$ cat src/inc/usdp_pkg.sv
// constants and carrier types for the uart shadow data port
package usdp_pkg;

	localparam int          USDP_DW        = 8;
	localparam int          USDP_DEPTH     = 16;
	localparam int          USDP_PW        = 4;
	localparam int          USDP_CW        = 5;
	localparam logic [4:0]  USDP_CAP_FIFO  = 5'h10;
	localparam logic [4:0]  USDP_CAP_ONE   = 5'h01;
	localparam logic [4:0]  USDP_CNT_ZERO  = 5'h00;
	localparam logic [3:0]  USDP_PTR_ONE   = 4'h1;

	localparam logic [31:0] USDP_ALIAS_ONE = 32'h5000_1034;
	localparam logic [31:0] USDP_ALIAS_TWO = 32'h5000_1038;
	localparam logic [31:0] USDP_CTRL_ADDR = 32'h5000_1080;
	localparam logic [31:0] USDP_LST_ADDR  = 32'h5000_1084;
	localparam logic [31:0] USDP_IST_ADDR  = 32'h5000_1088;
	localparam logic [31:0] USDP_IMSK_ADDR = 32'h5000_108c;

	localparam int          USDP_CTRL_FEN  = 0;
	localparam int          USDP_CTRL_IR   = 1;
	localparam int          USDP_LST_RDY   = 0;
	localparam int          USDP_LST_OVR   = 1;
	localparam int          USDP_LST_TXE   = 5;

	localparam int          USDP_IRQ_W     = 4;
	localparam int          USDP_IRQ_RXAV  = 0;
	localparam int          USDP_IRQ_OVR   = 1;
	localparam int          USDP_IRQ_TLOST = 2;
	localparam int          USDP_IRQ_TXE   = 3;
	localparam logic [3:0]  USDP_IRQ_RST   = 4'h0;

	typedef struct packed
	{
		logic [31:0] addr;
		logic [31:0] wdata;
		logic        wr;
		logic        rd;
	} usdp_bus_t;

	typedef struct packed
	{
		logic               valid;
		logic [USDP_DW-1:0] data;
	} usdp_rx_t;

endpackage : usdp_pkg

$ cat src/core/usdp_top.sv
// uart shadow data port: alias data slots, rx/tx fifos, status and interrupt
// Contract
// - two consecutive word addresses alias the receive and transmit data path
// - read returns low byte from serial input, or infrared input in infrared mode
// - read data is meaningful only while the data ready flag is set
// - fifos off: unread byte is overwritten by next arrival, overrun flagged
// - fifos on: read returns and pops the oldest receive fifo entry
// - receive fifo full: keep contents, drop arrival, flag overrun
// - write low byte goes out on serial or infrared output by mode
// - fifos off: a write clears the transmit holding empty flag
// - fifos off: a further write before empty replaces the pending byte
// - fifos on: accept writes up to transmit fifo depth sixteen
// - writes while transmit fifo is full are discarded and set the tx lost interrupt status
//
// The plain strobed port was decided locally.
`timescale 1ns/10ps
module usdp_top
	import usdp_pkg::*;
(
	input  wire logic         clk,           // 40 MHz clock
	input  wire logic         reset,         // async reset, active high
	input  wire usdp_bus_t    bus,           // register bus request
	output logic [31:0]       rd_data,       // read data, cycle after read
	input  wire usdp_rx_t     rx_uart,       // byte from serial receiver
	input  wire usdp_rx_t     rx_ir,         // byte from infrared receiver
	output logic [USDP_DW-1:0] tx_byte,      // byte to transmit
	output logic              tx_uart_valid, // byte offered to serial output
	output logic              tx_ir_valid,   // byte offered to infrared output
	input  wire logic         tx_ready,      // serializer takes the byte
	output logic              irq            // level interrupt
);

	logic [USDP_DW-1:0]   rx_mem [USDP_DEPTH];
	logic [USDP_DW-1:0]   tx_mem [USDP_DEPTH];
	logic [USDP_PW-1:0]   rx_rd_ptr_q, rx_wr_ptr_q, tx_rd_ptr_q, tx_wr_ptr_q;
	logic [USDP_CW-1:0]   rx_cnt_q, tx_cnt_q, cap;
	logic                 fifo_en_q, ir_mode_q, ovr_q;
	logic [USDP_IRQ_W-1:0] ist_q, imsk_q, ist_evt;
	logic [31:0]          rd_data_q, rd_word;
	usdp_rx_t             rx_in;
	logic                 alias_hit, rd_alias, wr_alias, ctrl_wr, flush;
	logic                 rx_full, rx_pop, rx_push, rx_overwrite, rx_drop;
	logic                 tx_full, tx_pop, tx_push, tx_replace, tx_lost, tx_empty;
	logic [USDP_DW-1:0]   rx_head;

	assign alias_hit = (bus.addr == USDP_ALIAS_ONE) || (bus.addr == USDP_ALIAS_TWO);
	assign rd_alias  = bus.rd && alias_hit;
	assign wr_alias  = bus.wr && alias_hit;
	assign ctrl_wr   = bus.wr && (bus.addr == USDP_CTRL_ADDR);
	// switching fifo mode empties both paths, as mixed depths would lose order
	assign flush     = ctrl_wr && (bus.wdata[USDP_CTRL_FEN] != fifo_en_q);
	assign cap       = fifo_en_q ? USDP_CAP_FIFO : USDP_CAP_ONE;

	// receive path
	assign rx_in        = ir_mode_q ? rx_ir : rx_uart;
	assign rx_head      = rx_mem[rx_rd_ptr_q];
	assign rx_full      = (rx_cnt_q == cap);
	assign rx_pop       = rd_alias && (rx_cnt_q != USDP_CNT_ZERO);
	assign rx_push      = rx_in.valid && (!rx_full || rx_pop) && !flush;
	assign rx_overwrite = rx_in.valid && rx_full && !rx_pop && !fifo_en_q && !flush;
	assign rx_drop      = rx_in.valid && rx_full && !rx_pop && fifo_en_q && !flush;

	always_ff @(posedge clk)
	begin
		if (rx_push)
		begin
			rx_mem[rx_wr_ptr_q] <= rx_in.data;
		end
		else if (rx_overwrite)
		begin
			rx_mem[rx_rd_ptr_q] <= rx_in.data;
		end
	end

	always_ff @(posedge clk or posedge reset)
	begin
		if (reset)
		begin
			rx_rd_ptr_q <= '0;
			rx_wr_ptr_q <= '0;
			rx_cnt_q    <= USDP_CNT_ZERO;
		end
		else if (flush)
		begin
			rx_rd_ptr_q <= '0;
			rx_wr_ptr_q <= '0;
			rx_cnt_q    <= USDP_CNT_ZERO;
		end
		else
		begin
			if (rx_pop)
			begin
				rx_rd_ptr_q <= rx_rd_ptr_q + USDP_PTR_ONE;
			end
			if (rx_push)
			begin
				rx_wr_ptr_q <= rx_wr_ptr_q + USDP_PTR_ONE;
			end
			if (rx_push && !rx_pop)
			begin
				rx_cnt_q <= rx_cnt_q + USDP_CAP_ONE;
			end
			else if (rx_pop && !rx_push)
			begin
				rx_cnt_q <= rx_cnt_q - USDP_CAP_ONE;
			end
		end
	end

	// transmit path; a late write from the master is absorbed, never stalled
	assign tx_empty   = (tx_cnt_q == USDP_CNT_ZERO);
	assign tx_full    = (tx_cnt_q == cap);
	assign tx_pop     = !tx_empty && tx_ready;
	assign tx_push    = wr_alias && (!tx_full || tx_pop) && !flush;
	assign tx_replace = wr_alias && tx_full && !tx_pop && !fifo_en_q && !flush;
	assign tx_lost    = wr_alias && tx_full && !tx_pop && fifo_en_q && !flush;
	assign tx_byte    = tx_mem[tx_rd_ptr_q];
	assign tx_uart_valid = !tx_empty && !ir_mode_q;
	assign tx_ir_valid   = !tx_empty && ir_mode_q;

	always_ff @(posedge clk)
	begin
		if (tx_push)
		begin
			tx_mem[tx_wr_ptr_q] <= bus.wdata[USDP_DW-1:0];
		end
		else if (tx_replace)
		begin
			tx_mem[tx_rd_ptr_q] <= bus.wdata[USDP_DW-1:0];
		end
	end

	always_ff @(posedge clk or posedge reset)
	begin
		if (reset)
		begin
			tx_rd_ptr_q <= '0;
			tx_wr_ptr_q <= '0;
			tx_cnt_q    <= USDP_CNT_ZERO;
		end
		else if (flush)
		begin
			tx_rd_ptr_q <= '0;
			tx_wr_ptr_q <= '0;
			tx_cnt_q    <= USDP_CNT_ZERO;
		end
		else
		begin
			if (tx_pop)
			begin
				tx_rd_ptr_q <= tx_rd_ptr_q + USDP_PTR_ONE;
			end
			if (tx_push)
			begin
				tx_wr_ptr_q <= tx_wr_ptr_q + USDP_PTR_ONE;
			end
			if (tx_push && !tx_pop)
			begin
				tx_cnt_q <= tx_cnt_q + USDP_CAP_ONE;
			end
			else if (tx_pop && !tx_push)
			begin
				tx_cnt_q <= tx_cnt_q - USDP_CAP_ONE;
			end
		end
	end

	// control register
	always_ff @(posedge clk or posedge reset)
	begin
		if (reset)
		begin
			fifo_en_q <= 1'b0;
			ir_mode_q <= 1'b0;
		end
		else if (ctrl_wr)
		begin
			fifo_en_q <= bus.wdata[USDP_CTRL_FEN];
			ir_mode_q <= bus.wdata[USDP_CTRL_IR];
		end
	end

	// overrun flag: a new overrun in the reading cycle survives the clear
	always_ff @(posedge clk or posedge reset)
	begin
		if (reset)
		begin
			ovr_q <= 1'b0;
		end
		else
		begin
			ovr_q <= (ovr_q && !(bus.rd && bus.addr == USDP_LST_ADDR))
				|| rx_overwrite || rx_drop;
		end
	end

	// interrupt status, cleared by read, set wins
	always_comb
	begin
		ist_evt                 = '0;
		ist_evt[USDP_IRQ_RXAV]  = rx_push;
		ist_evt[USDP_IRQ_OVR]   = rx_overwrite || rx_drop;
		ist_evt[USDP_IRQ_TLOST] = tx_lost;
		ist_evt[USDP_IRQ_TXE]   = tx_pop && !tx_push && (tx_cnt_q == USDP_CAP_ONE);
	end

	always_ff @(posedge clk or posedge reset)
	begin
		if (reset)
		begin
			ist_q <= USDP_IRQ_RST;
		end
		else if (bus.rd && bus.addr == USDP_IST_ADDR)
		begin
			ist_q <= ist_evt;
		end
		else
		begin
			ist_q <= ist_q | ist_evt;
		end
	end

	always_ff @(posedge clk or posedge reset)
	begin
		if (reset)
		begin
			imsk_q <= USDP_IRQ_RST;
		end
		else if (bus.wr && bus.addr == USDP_IMSK_ADDR)
		begin
			imsk_q <= bus.wdata[USDP_IRQ_W-1:0];
		end
	end

	assign irq = |(ist_q & imsk_q);

	// read mux; an empty receive path reads zero rather than stale bytes
	always_comb
	begin
		rd_word = '0;
		unique case (bus.addr)
			USDP_ALIAS_ONE, USDP_ALIAS_TWO:
				if (rx_cnt_q != USDP_CNT_ZERO)
					rd_word[USDP_DW-1:0] = rx_head;
			USDP_CTRL_ADDR:
			begin
				rd_word[USDP_CTRL_FEN] = fifo_en_q;
				rd_word[USDP_CTRL_IR]  = ir_mode_q;
			end
			USDP_LST_ADDR:
			begin
				rd_word[USDP_LST_RDY]  = (rx_cnt_q != USDP_CNT_ZERO);
				rd_word[USDP_LST_OVR]  = ovr_q;
				rd_word[USDP_LST_TXE]  = tx_empty;
			end
			USDP_IST_ADDR:
				rd_word[USDP_IRQ_W-1:0] = ist_q;
			USDP_IMSK_ADDR:
				rd_word[USDP_IRQ_W-1:0] = imsk_q;
			default:
				rd_word = '0;
		endcase
	end

	always_ff @(posedge clk or posedge reset)
	begin
		if (reset)
		begin
			rd_data_q <= '0;
		end
		else if (bus.rd)
		begin
			rd_data_q <= rd_word;
		end
	end

	assign rd_data = rd_data_q;
endmodule : usdp_top

$ cat config.mk
export PLATFORM = sky130hd
export DESIGN_NAME = usdp_top
export DESIGN_NICKNAME = d
export VERILOG_FILES = /design/src/inc/usdp_pkg.sv /design/src/core/usdp_top.sv
export SDC_FILE = /design/constraint.sdc
export NUM_CORES = 1
export LEC_CHECK = 0
export ABC_CLOCK_PERIOD_IN_PS = 4010
export BUFFER_PORTS_ARGS = -buffer_cell sky130_fd_sc_hd__clkbuf_2
export CAP_MARGIN = 5
export CORE_MARGIN = 10
export CORE_UTILIZATION = 55
export CTS_CLUSTER_SIZE = 25
export DETAILED_ROUTE_END_ITERATION = 10
export PLACE_DENSITY = 0.75
export SLEW_MARGIN = 25
export SYNTH_ARGS = -nofsm -noshare
export SYNTH_HDL_FRONTEND = slang
export SYNTH_SLANG_ARGS = --single-unit
export TNS_END_PERCENT = 100
$ cat constraint.sdc
create_clock -name clk -period 4.01 [get_ports clk]
set_clock_uncertainty 0.1 [all_clocks]
set_input_delay 0.401 -clock clk [delete_from_list [all_inputs] [get_ports clk]]
set_output_delay 0.401 -clock clk [all_outputs]
set_load 0.01 [all_outputs]
After elaboration in Yosys (flattened, before gate mapping)
Memory sizes are Yosys's and may differ from the RTL's.
Cells that the tools add are included.

storage, ports and cells
  register bits after elaboration = 45
  bits in writable memories = 256
  input port bits = 87
  output and inout bits = 43
  word-level logic and storage cells = 135
  memories = 2

operators by class
  add/sub/neg operators = 8
  equal/unequal tests = 10
  multiplexer cells = 39
  bitwise operators = 2
  reduce and logical (&&, ||, !) cells = 62

memory list
  memory  words  width  read ports  clocked after memory_dff  wr ports  line            RTL
  rx_mem  16     8      1           0                         1         usdp_top.sv:33  logic [USDP_DW-1:0] rx_mem [USDP_DEPTH];
  tx_mem  16     8      1           0                         1         usdp_top.sv:34  logic [USDP_DW-1:0] tx_mem [USDP_DEPTH];

operator list
  kind                                              count
  == test 32 x 31 -> 1 bit, second input constant   6
  2-to-1 mux 4 bit                                  11
  2-to-1 mux 5 bit                                  7
  logical AND 1 bit                                 33
  2-to-1 mux 8 bit                                  3
  adder 4 x 1 -> 4 bit, second input constant       4
  OR reduction 8 bit                                2
  2-to-1 mux 1 bit                                  13
  zero test 1 bit                                   11
  adder 5 x 1 -> 5 bit, second input constant       2
  == test 5 bit                                     2
  one-hot mux 2 bit (5 select lines)                1
  subtractor 5 x 1 -> 5 bit, second input constant  2
  2-to-1 mux 9 bit                                  1
  nonzero test 2 bit                                4
  logical OR 1 bit                                  6
  one-hot mux 2 bit (3 select lines)                1
  nonzero test 3 bit                                2
  == test 5 x 1 -> 1 bit, second input constant     1
  zero test 5 bit                                   1
  nonzero test 5 bit                                1
  AND 4 bit                                         1
  OR 4 bit                                          1
  OR reduction 4 bit                                1
  4 further kinds                                   4

Depth between registers and ports, before layout
  depth after elaboration = 13
  gate-level depth with buffers = 13
  depth with buffers taken out = 12

Worst setup path before layout
Ideal clock, no wire load.

  path type = in2reg
  start point = in bus[55] (netlist bit)
  end point = reg rx_cnt_q[4]
  library setup time = 0.125 ns
  arrival = 3.564 ns
  required time = 3.785 ns
  path slack = 0.221 ns
  cell stages on the path = 12
  buffers on the path = 1
  cells stage by stage = nor4_1 -> nand4_2 -> or2_1 -> clkbuf_1 -> o21ai_0 -> nand2_1 -> or3_1 -> fa_1 -> a21o_1 -> a21oi_1 -> mux2_2 -> mux2_2

between the ends
  word-level cells in the longest chain between the ends = 10
  elaborated cells between the ends (all ways) = 19
  classes of those cells = eq/ne (3); mux (2); reduce/logical (14)

RTL lines
  item                                                    line                             RTL
  start: declaration                                      usdp_top.sv:22                   input wire usdp_bus_t bus,
  == test 32 x 31 -> 1 bit                                usdp_top.sv:46                   assign alias_hit = (bus.addr == USDP_ALIAS_ONE) || (bus.addr == USDP_ALIAS_TWO);
  logical OR 1 bit                                        usdp_top.sv:46
  logical AND 1 bit                                       usdp_top.sv:47                   assign rd_alias = bus.rd && alias_hit;
  logical AND 1 bit                                       usdp_top.sv:58                   assign rx_pop = rd_alias && (rx_cnt_q != USDP_CNT_ZERO);
  logical OR 1 bit                                        usdp_top.sv:59                   assign rx_push = rx_in.valid && (!rx_full || rx_pop) && !flush;
  logical AND 1 bit (2 in series)                         usdp_top.sv:59
  logical AND 1 bit or zero test 1 bit (tied branches)    usdp_top.sv:99, usdp_top.sv:103
  2-to-1 mux 5 bit or logical AND 1 bit (tied branches)   usdp_top.sv:99, usdp_top.sv:103
  2-to-1 mux 5 bit or nonzero test 3 bit (tied branches)  n/a
  end signal: assignment                                  usdp_top.sv:101                  rx_cnt_q <= rx_cnt_q + USDP_CAP_ONE;
  end signal: assignment                                  usdp_top.sv:105                  rx_cnt_q <= rx_cnt_q - USDP_CAP_ONE;
  end: declaration                                        usdp_top.sv:36                   logic [USDP_CW-1:0] rx_cnt_q, tx_cnt_q, cap;

Several ways; a longest one is shown, not always the timed one.
A chain may end at the register's enable or synchronous reset.

Worst setup path in the final report
  start point = reg tx_cnt_q[1]
  end point = mem tx_mem[4][4] (enable)

between the ends
  word-level cells in the longest chain between the ends = 12
  elaborated cells between the ends (all ways) = 21
  classes of those cells = eq/ne (1); mux (7); reduce/logical (13)

RTL lines
  item                                                            line             RTL
  start: declaration                                              usdp_top.sv:36
  start signal: assignment                                        usdp_top.sv:159  tx_cnt_q <= tx_cnt_q + USDP_CAP_ONE;
  start signal: assignment                                        usdp_top.sv:163  tx_cnt_q <= tx_cnt_q - USDP_CAP_ONE;
  zero test 5 bit                                                 usdp_top.sv:111  assign tx_empty = (tx_cnt_q == USDP_CNT_ZERO);
  zero test 1 bit                                                 usdp_top.sv:113  assign tx_pop = !tx_empty && tx_ready;
  logical AND 1 bit                                               usdp_top.sv:113
  zero test 1 bit                                                 usdp_top.sv:115  assign tx_replace = wr_alias && tx_full && !tx_pop && !fifo_en_q && !flush;
  logical AND 1 bit (3 in series)                                 usdp_top.sv:115
  2-to-1 mux 1 bit                                                usdp_top.sv:127  else if (tx_replace)
  2-to-1 mux 1 bit                                                usdp_top.sv:123  if (tx_push)
  2-to-1 mux 1 bit (not written as such)                          usdp_top.sv:129  tx_mem[tx_rd_ptr_q] <= bus.wdata[USDP_DW-1:0];
  OR reduction 8 bit (no line)                                    n/a
  2-to-1 mux 4 bit (no line) or 2-to-1 mux 1 bit (tied branches)  n/a
  end: declaration                                                usdp_top.sv:34

Several ways; a longest one is shown, not always the timed one.

==> run summary <==
The path class of the tightest hold or removal check is primary input to flop. In this run the worst path has a maximum fanout of 8. The number of post-CTS setup repair buffers came out at 0. The required time reported for the critical path endpoint is 4.08 ns. The post-cts resize count came out at 0. STA classifies the critical path endpoint as a flop. TritonCTS built the clock tree. The number of antenna diodes in the final layout is 0. Clock-pin slew was measured on the worst setup and hold paths at 0.07 ns. The shortest period the worst path allows came out at 3.77 ns. The hold buffer count at CTS is 1. The number of pins with negative max-slew slack in the final report came to 0.

The pin count of the biggest net entering global routing is 46. The global placer's final weighted congestion is 0.870. IR analysis of the VDD net gives a maximum drop of 0.000425 V. The area growth from synthesis to final layout came out at 14.5%. The kind of cell with the highest combined delay along the critical path is simple AND/OR/NAND/NOR gates. For the worst setup path, the data arrival time is 3.83 ns. The number of port buffers came out at 81.

The overall die width came out at 175 µm. The power per standard cell area is 560 nW/µm². Routed signal wires occupy layers up through met4.

The number of enable flip-flop cells after synthesis is 256. For this run, design rule violations remaining after detail routing come to 0. The routed length on met1 is 11,200 µm.

The number of sinks handled by clock tree synthesis came out at 301. The initial antenna violation count came out at 0. The count of standard-cell rows is 56.

The number of global-route vias before repair came to 7,901. The remaining max-slew budget at the tightest pin came out at 32.8%. Setup repair after global routing left no endpoint under its margin. The run finished with clean final reports. The worst setup path is of the flop to flop kind. The number of clock buffers added by TritonCTS is 30. In this design, the stage delay of the slowest critical-path cell is 0.80 ns. The number of iterations in the first detailed-routing pass came out at 7. The total wire length is 29,700 µm. The launching element of the worst setup path is tx_cnt_q[1]$_DFFE_PP0P_.

The placeable core region is 23,600 µm². The wire length of the first global-routing pass is 46,900 µm. Summed over all layers, the global routing overflow is 0. The total global-route track usage is 19.3%. The iteration-0 DRC count of the detailed router came out at 810.

The sum of buffers and inverters on the critical path came out at 1. The power after layout is 0.00850 W. The overall die area is 30,700 µm².

The sequential cells in the finished layout cover a total of 8820 µm². The final worst-path cycle share came out at 93.9%. The average vias per placed instance is 6.14. STA classifies the critical path startpoint as a flop. The distinct cell type count after synthesis came out at 68.

The filler cells instantiated in the layout total 1,641. Summed over all nets, wire length on met2 after detailed routing comes to 16,000 µm. Across the run, the number of max-cap violations was 0. The count of antenna-violating nets left after detailed routing came out at 0. The share of post-route cells with drive strength above 1 came out at 33.3%. The total I/O pin count came out at 130. The count of endpoints failing hold in the final timing report came to 0. The leakage power total came out at 5.27 nW. Summed over all failing endpoints, the final setup total negative slack is 0 ns. The number of vias after detailed routing came out at 7,511. The worst register-to-register path begins at tx_cnt_q[1]$_DFFE_PP0P_. The synthesized netlist occupies a cell area of 13,300 µm². The height of the die is 175 µm. The number of setup violations in the final report is 0. The average wire per cell in the routed design is 24.3 µm. At the pin with the least slew margin, the transition time is 1.00 ns.

The warning count from the yosys run is 0. Timing would allow up to 265 MHz. The buffer depth of the longest clock path is 3. The half-perimeter wire length of the detailed placement result came out at 20,000 µm. The clock insertion delay at the later pin of the skew report came out at 0.56 ns. Clock tree synthesis selected as its root buffer the cell clkbuf_16. The deepest level of the CTS H-tree came out at 1.

Walking the worst path, the cells encountered are inv_1 -> ha_1 -> or4b_4 -> a221o_1 -> nor4b_4 -> mux2i_1 -> nor2_1. The routed length on met3 came out at 1850 µm. The cell count after synthesis is 763. Among all flip-flop cells after synthesis, the most frequent one is edfxtp_1. The startpoint identified for the worst hold timing path is bus[2]. The count of state elements after synthesis came out at 301.

At the end of the flow, the number of nets in the layout was 979. The slowest stage cell on the critical path is nor2_1. The initial cell density of the core is 56.2%. Averaged over all synthesized cells, the footprint is 17.4 µm². Counting flops with an async set or reset pin after synthesis yields a share of 15.0%. The multi-input gate area in the final layout came out at 4160 µm². The sequential element share of the synthesized area came out at 66.5%.
-- cell usage in the layout (no fill, tap or decap), types with 15 or more instances in the layout --
cell type | netlist | final
nand2_1 | 20 | 20
edfxtp_1 | 256 | 256
nor2_1 | 50 | 50
a22oi_1 | 18 | 18
clkbuf_16 | 0 | 31
mux2_2 | 23 | 23
nor2b_1 | 15 | 15
mux4_2 | 82 | 82
dfrtp_1 | 45 | 43
conb_1 | 1 | 24
buf_4 | 27 | 39
clkbuf_2 | 0 | 81
nand3_1 | 20 | 20
-- kinds of logic (layout without fill, tap and decap cells) --
group / after synthesis / after routing / share of synthesized area [%]
adder cells (fa/ha/maj): 12 / 12 / 1.19
AO/OA/AOI/OAI: 73 / 73 / 3.94
flip-flops: 301 / 301 / 66.5
multiplexers: 114 / 114 / 16.6
AND/OR/NAND/NOR: 177 / 177 / 7.98
XOR/XNOR: 14 / 14 / 0.925
other: 1 / 24 / 0.0283
buffers and inverters: 71 / 189 / 2.88
-- worst register-to-register path, cell delays in order (launching register included) --
cell and delay [ns]:
dfrtp_1 0.45, inv_1 0.14, ha_1 0.21, or4b_4 0.52
a221o_1 0.50, nor4b_4 0.43, mux2i_1 0.23, nor2_1 0.80
-- path summary, 6_finish.rpt --
kind | to | cells after the start | slack [ns]
worst min-delay path | tx_mem[8][0]$_DFFE_PP_ | 1 | 0.18
worst min register to register | ovr_q$_DFF_PP0_ | 1 | 0.40
worst max register to register | tx_mem[4][4]$_DFFE_PP_ | 7 | 0.24
worst max-delay path | tx_mem[4][4]$_DFFE_PP_ | 7 | 0.24
max in group asynchronous | tx_rd_ptr_q[0]$_DFFE_PP0P_ | 3 | 2.82
min in group asynchronous | rx_cnt_q[1]$_DFFE_PP0P_ | 3 | 0.42
-- power by group --
| group | switching [W] | internal (W) |
|---|---|---|
| Clock | 0.00114 | 0.00178 |
| Combinational | 0.000757 | 0.000866 |
| Sequential | 0.000324 | 0.00363 |
| Total | 0.00222 | 0.00628 |
-- flip-flops by register name (all words and copies together) (netlist names) --
name,flops
fifo_en_q,1
imsk_q,4
ir_mode_q,1
ist_q,4
ovr_q,1
rd_data,8
rx_cnt_q,5
rx_mem,128
rx_rd_ptr_q,4
rx_wr_ptr_q,4
tx_cnt_q,5
tx_mem,128
tx_rd_ptr_q,4
tx_wr_ptr_q,4
-- cell type report --
cell class	instances	area share (%)
Tap cell	319	2.63
Clock inverter	13	1.11
Inverter	12	0.305
Timing Repair Buffer	121	4.66
Multi-Input combinational cell	414	27.4
Sequential cell	301	58.1
Clock buffer	43	5.80
-- cells in the mapped netlist, types with 5 or more instances --
library cell / number / area (µm²)
xnor2_1: 10 / 87.6
nand4b_1: 5 / 43.8
buf_2: 11 / 55.1
clkbuf_1: 20 / 75.1
inv_1: 12 / 45.0
nor3_1: 7 / 35.0
nand2_1: 20 / 75.1
a21o_1: 6 / 45.0
buf_4: 27 / 203
ha_1: 11 / 138
or4_1: 5 / 37.5
dfrtp_1: 45 / 1130
o21ai_0: 11 / 55.1
edfxtp_1: 256 / 7690
nand3_1: 20 / 100
nor2_1: 50 / 188
a21oi_1: 12 / 60.1
nor4_1: 5 / 31.3
mux2_2: 23 / 259
mux4_2: 82 / 1850
a22oi_1: 18 / 135
mux2i_1: 8 / 80.1
nor2b_1: 15 / 93.8
nand4_1: 7 / 43.8
or3_1: 7 / 43.8
-- per-stage QoR --
stage | setup slack, ns | hold WS (ns) | instances | util, % | instance area [µm²]
final | 0.243 | 0.184 | 1223 | 64.3 | 15200
after global routing | 0.103 | 0.184 | 1223 | 64.3 | 15200
after CTS | 0.248 | 0.135 | 1223 | 64.3 | 15200
after detailed placement | 0.253 | 0.379 | 1166 | 59.8 | 14100
after global placement | 0.377 | 0.356 | 1166 | 59.8 | 14100
after floorplan | 0.221 | 0.345 | 786 | - | 13300
-- layer usage --
layer / up-vias / track usage [%]
met5: - / 0
met4: 0 / 4.77
met3: 53 / 3.13
met2: 312 / 35.0
met1: 3886 / 23.7
li1: 3260 / -
No activity file was read; power rests on OpenSTA's default activity.
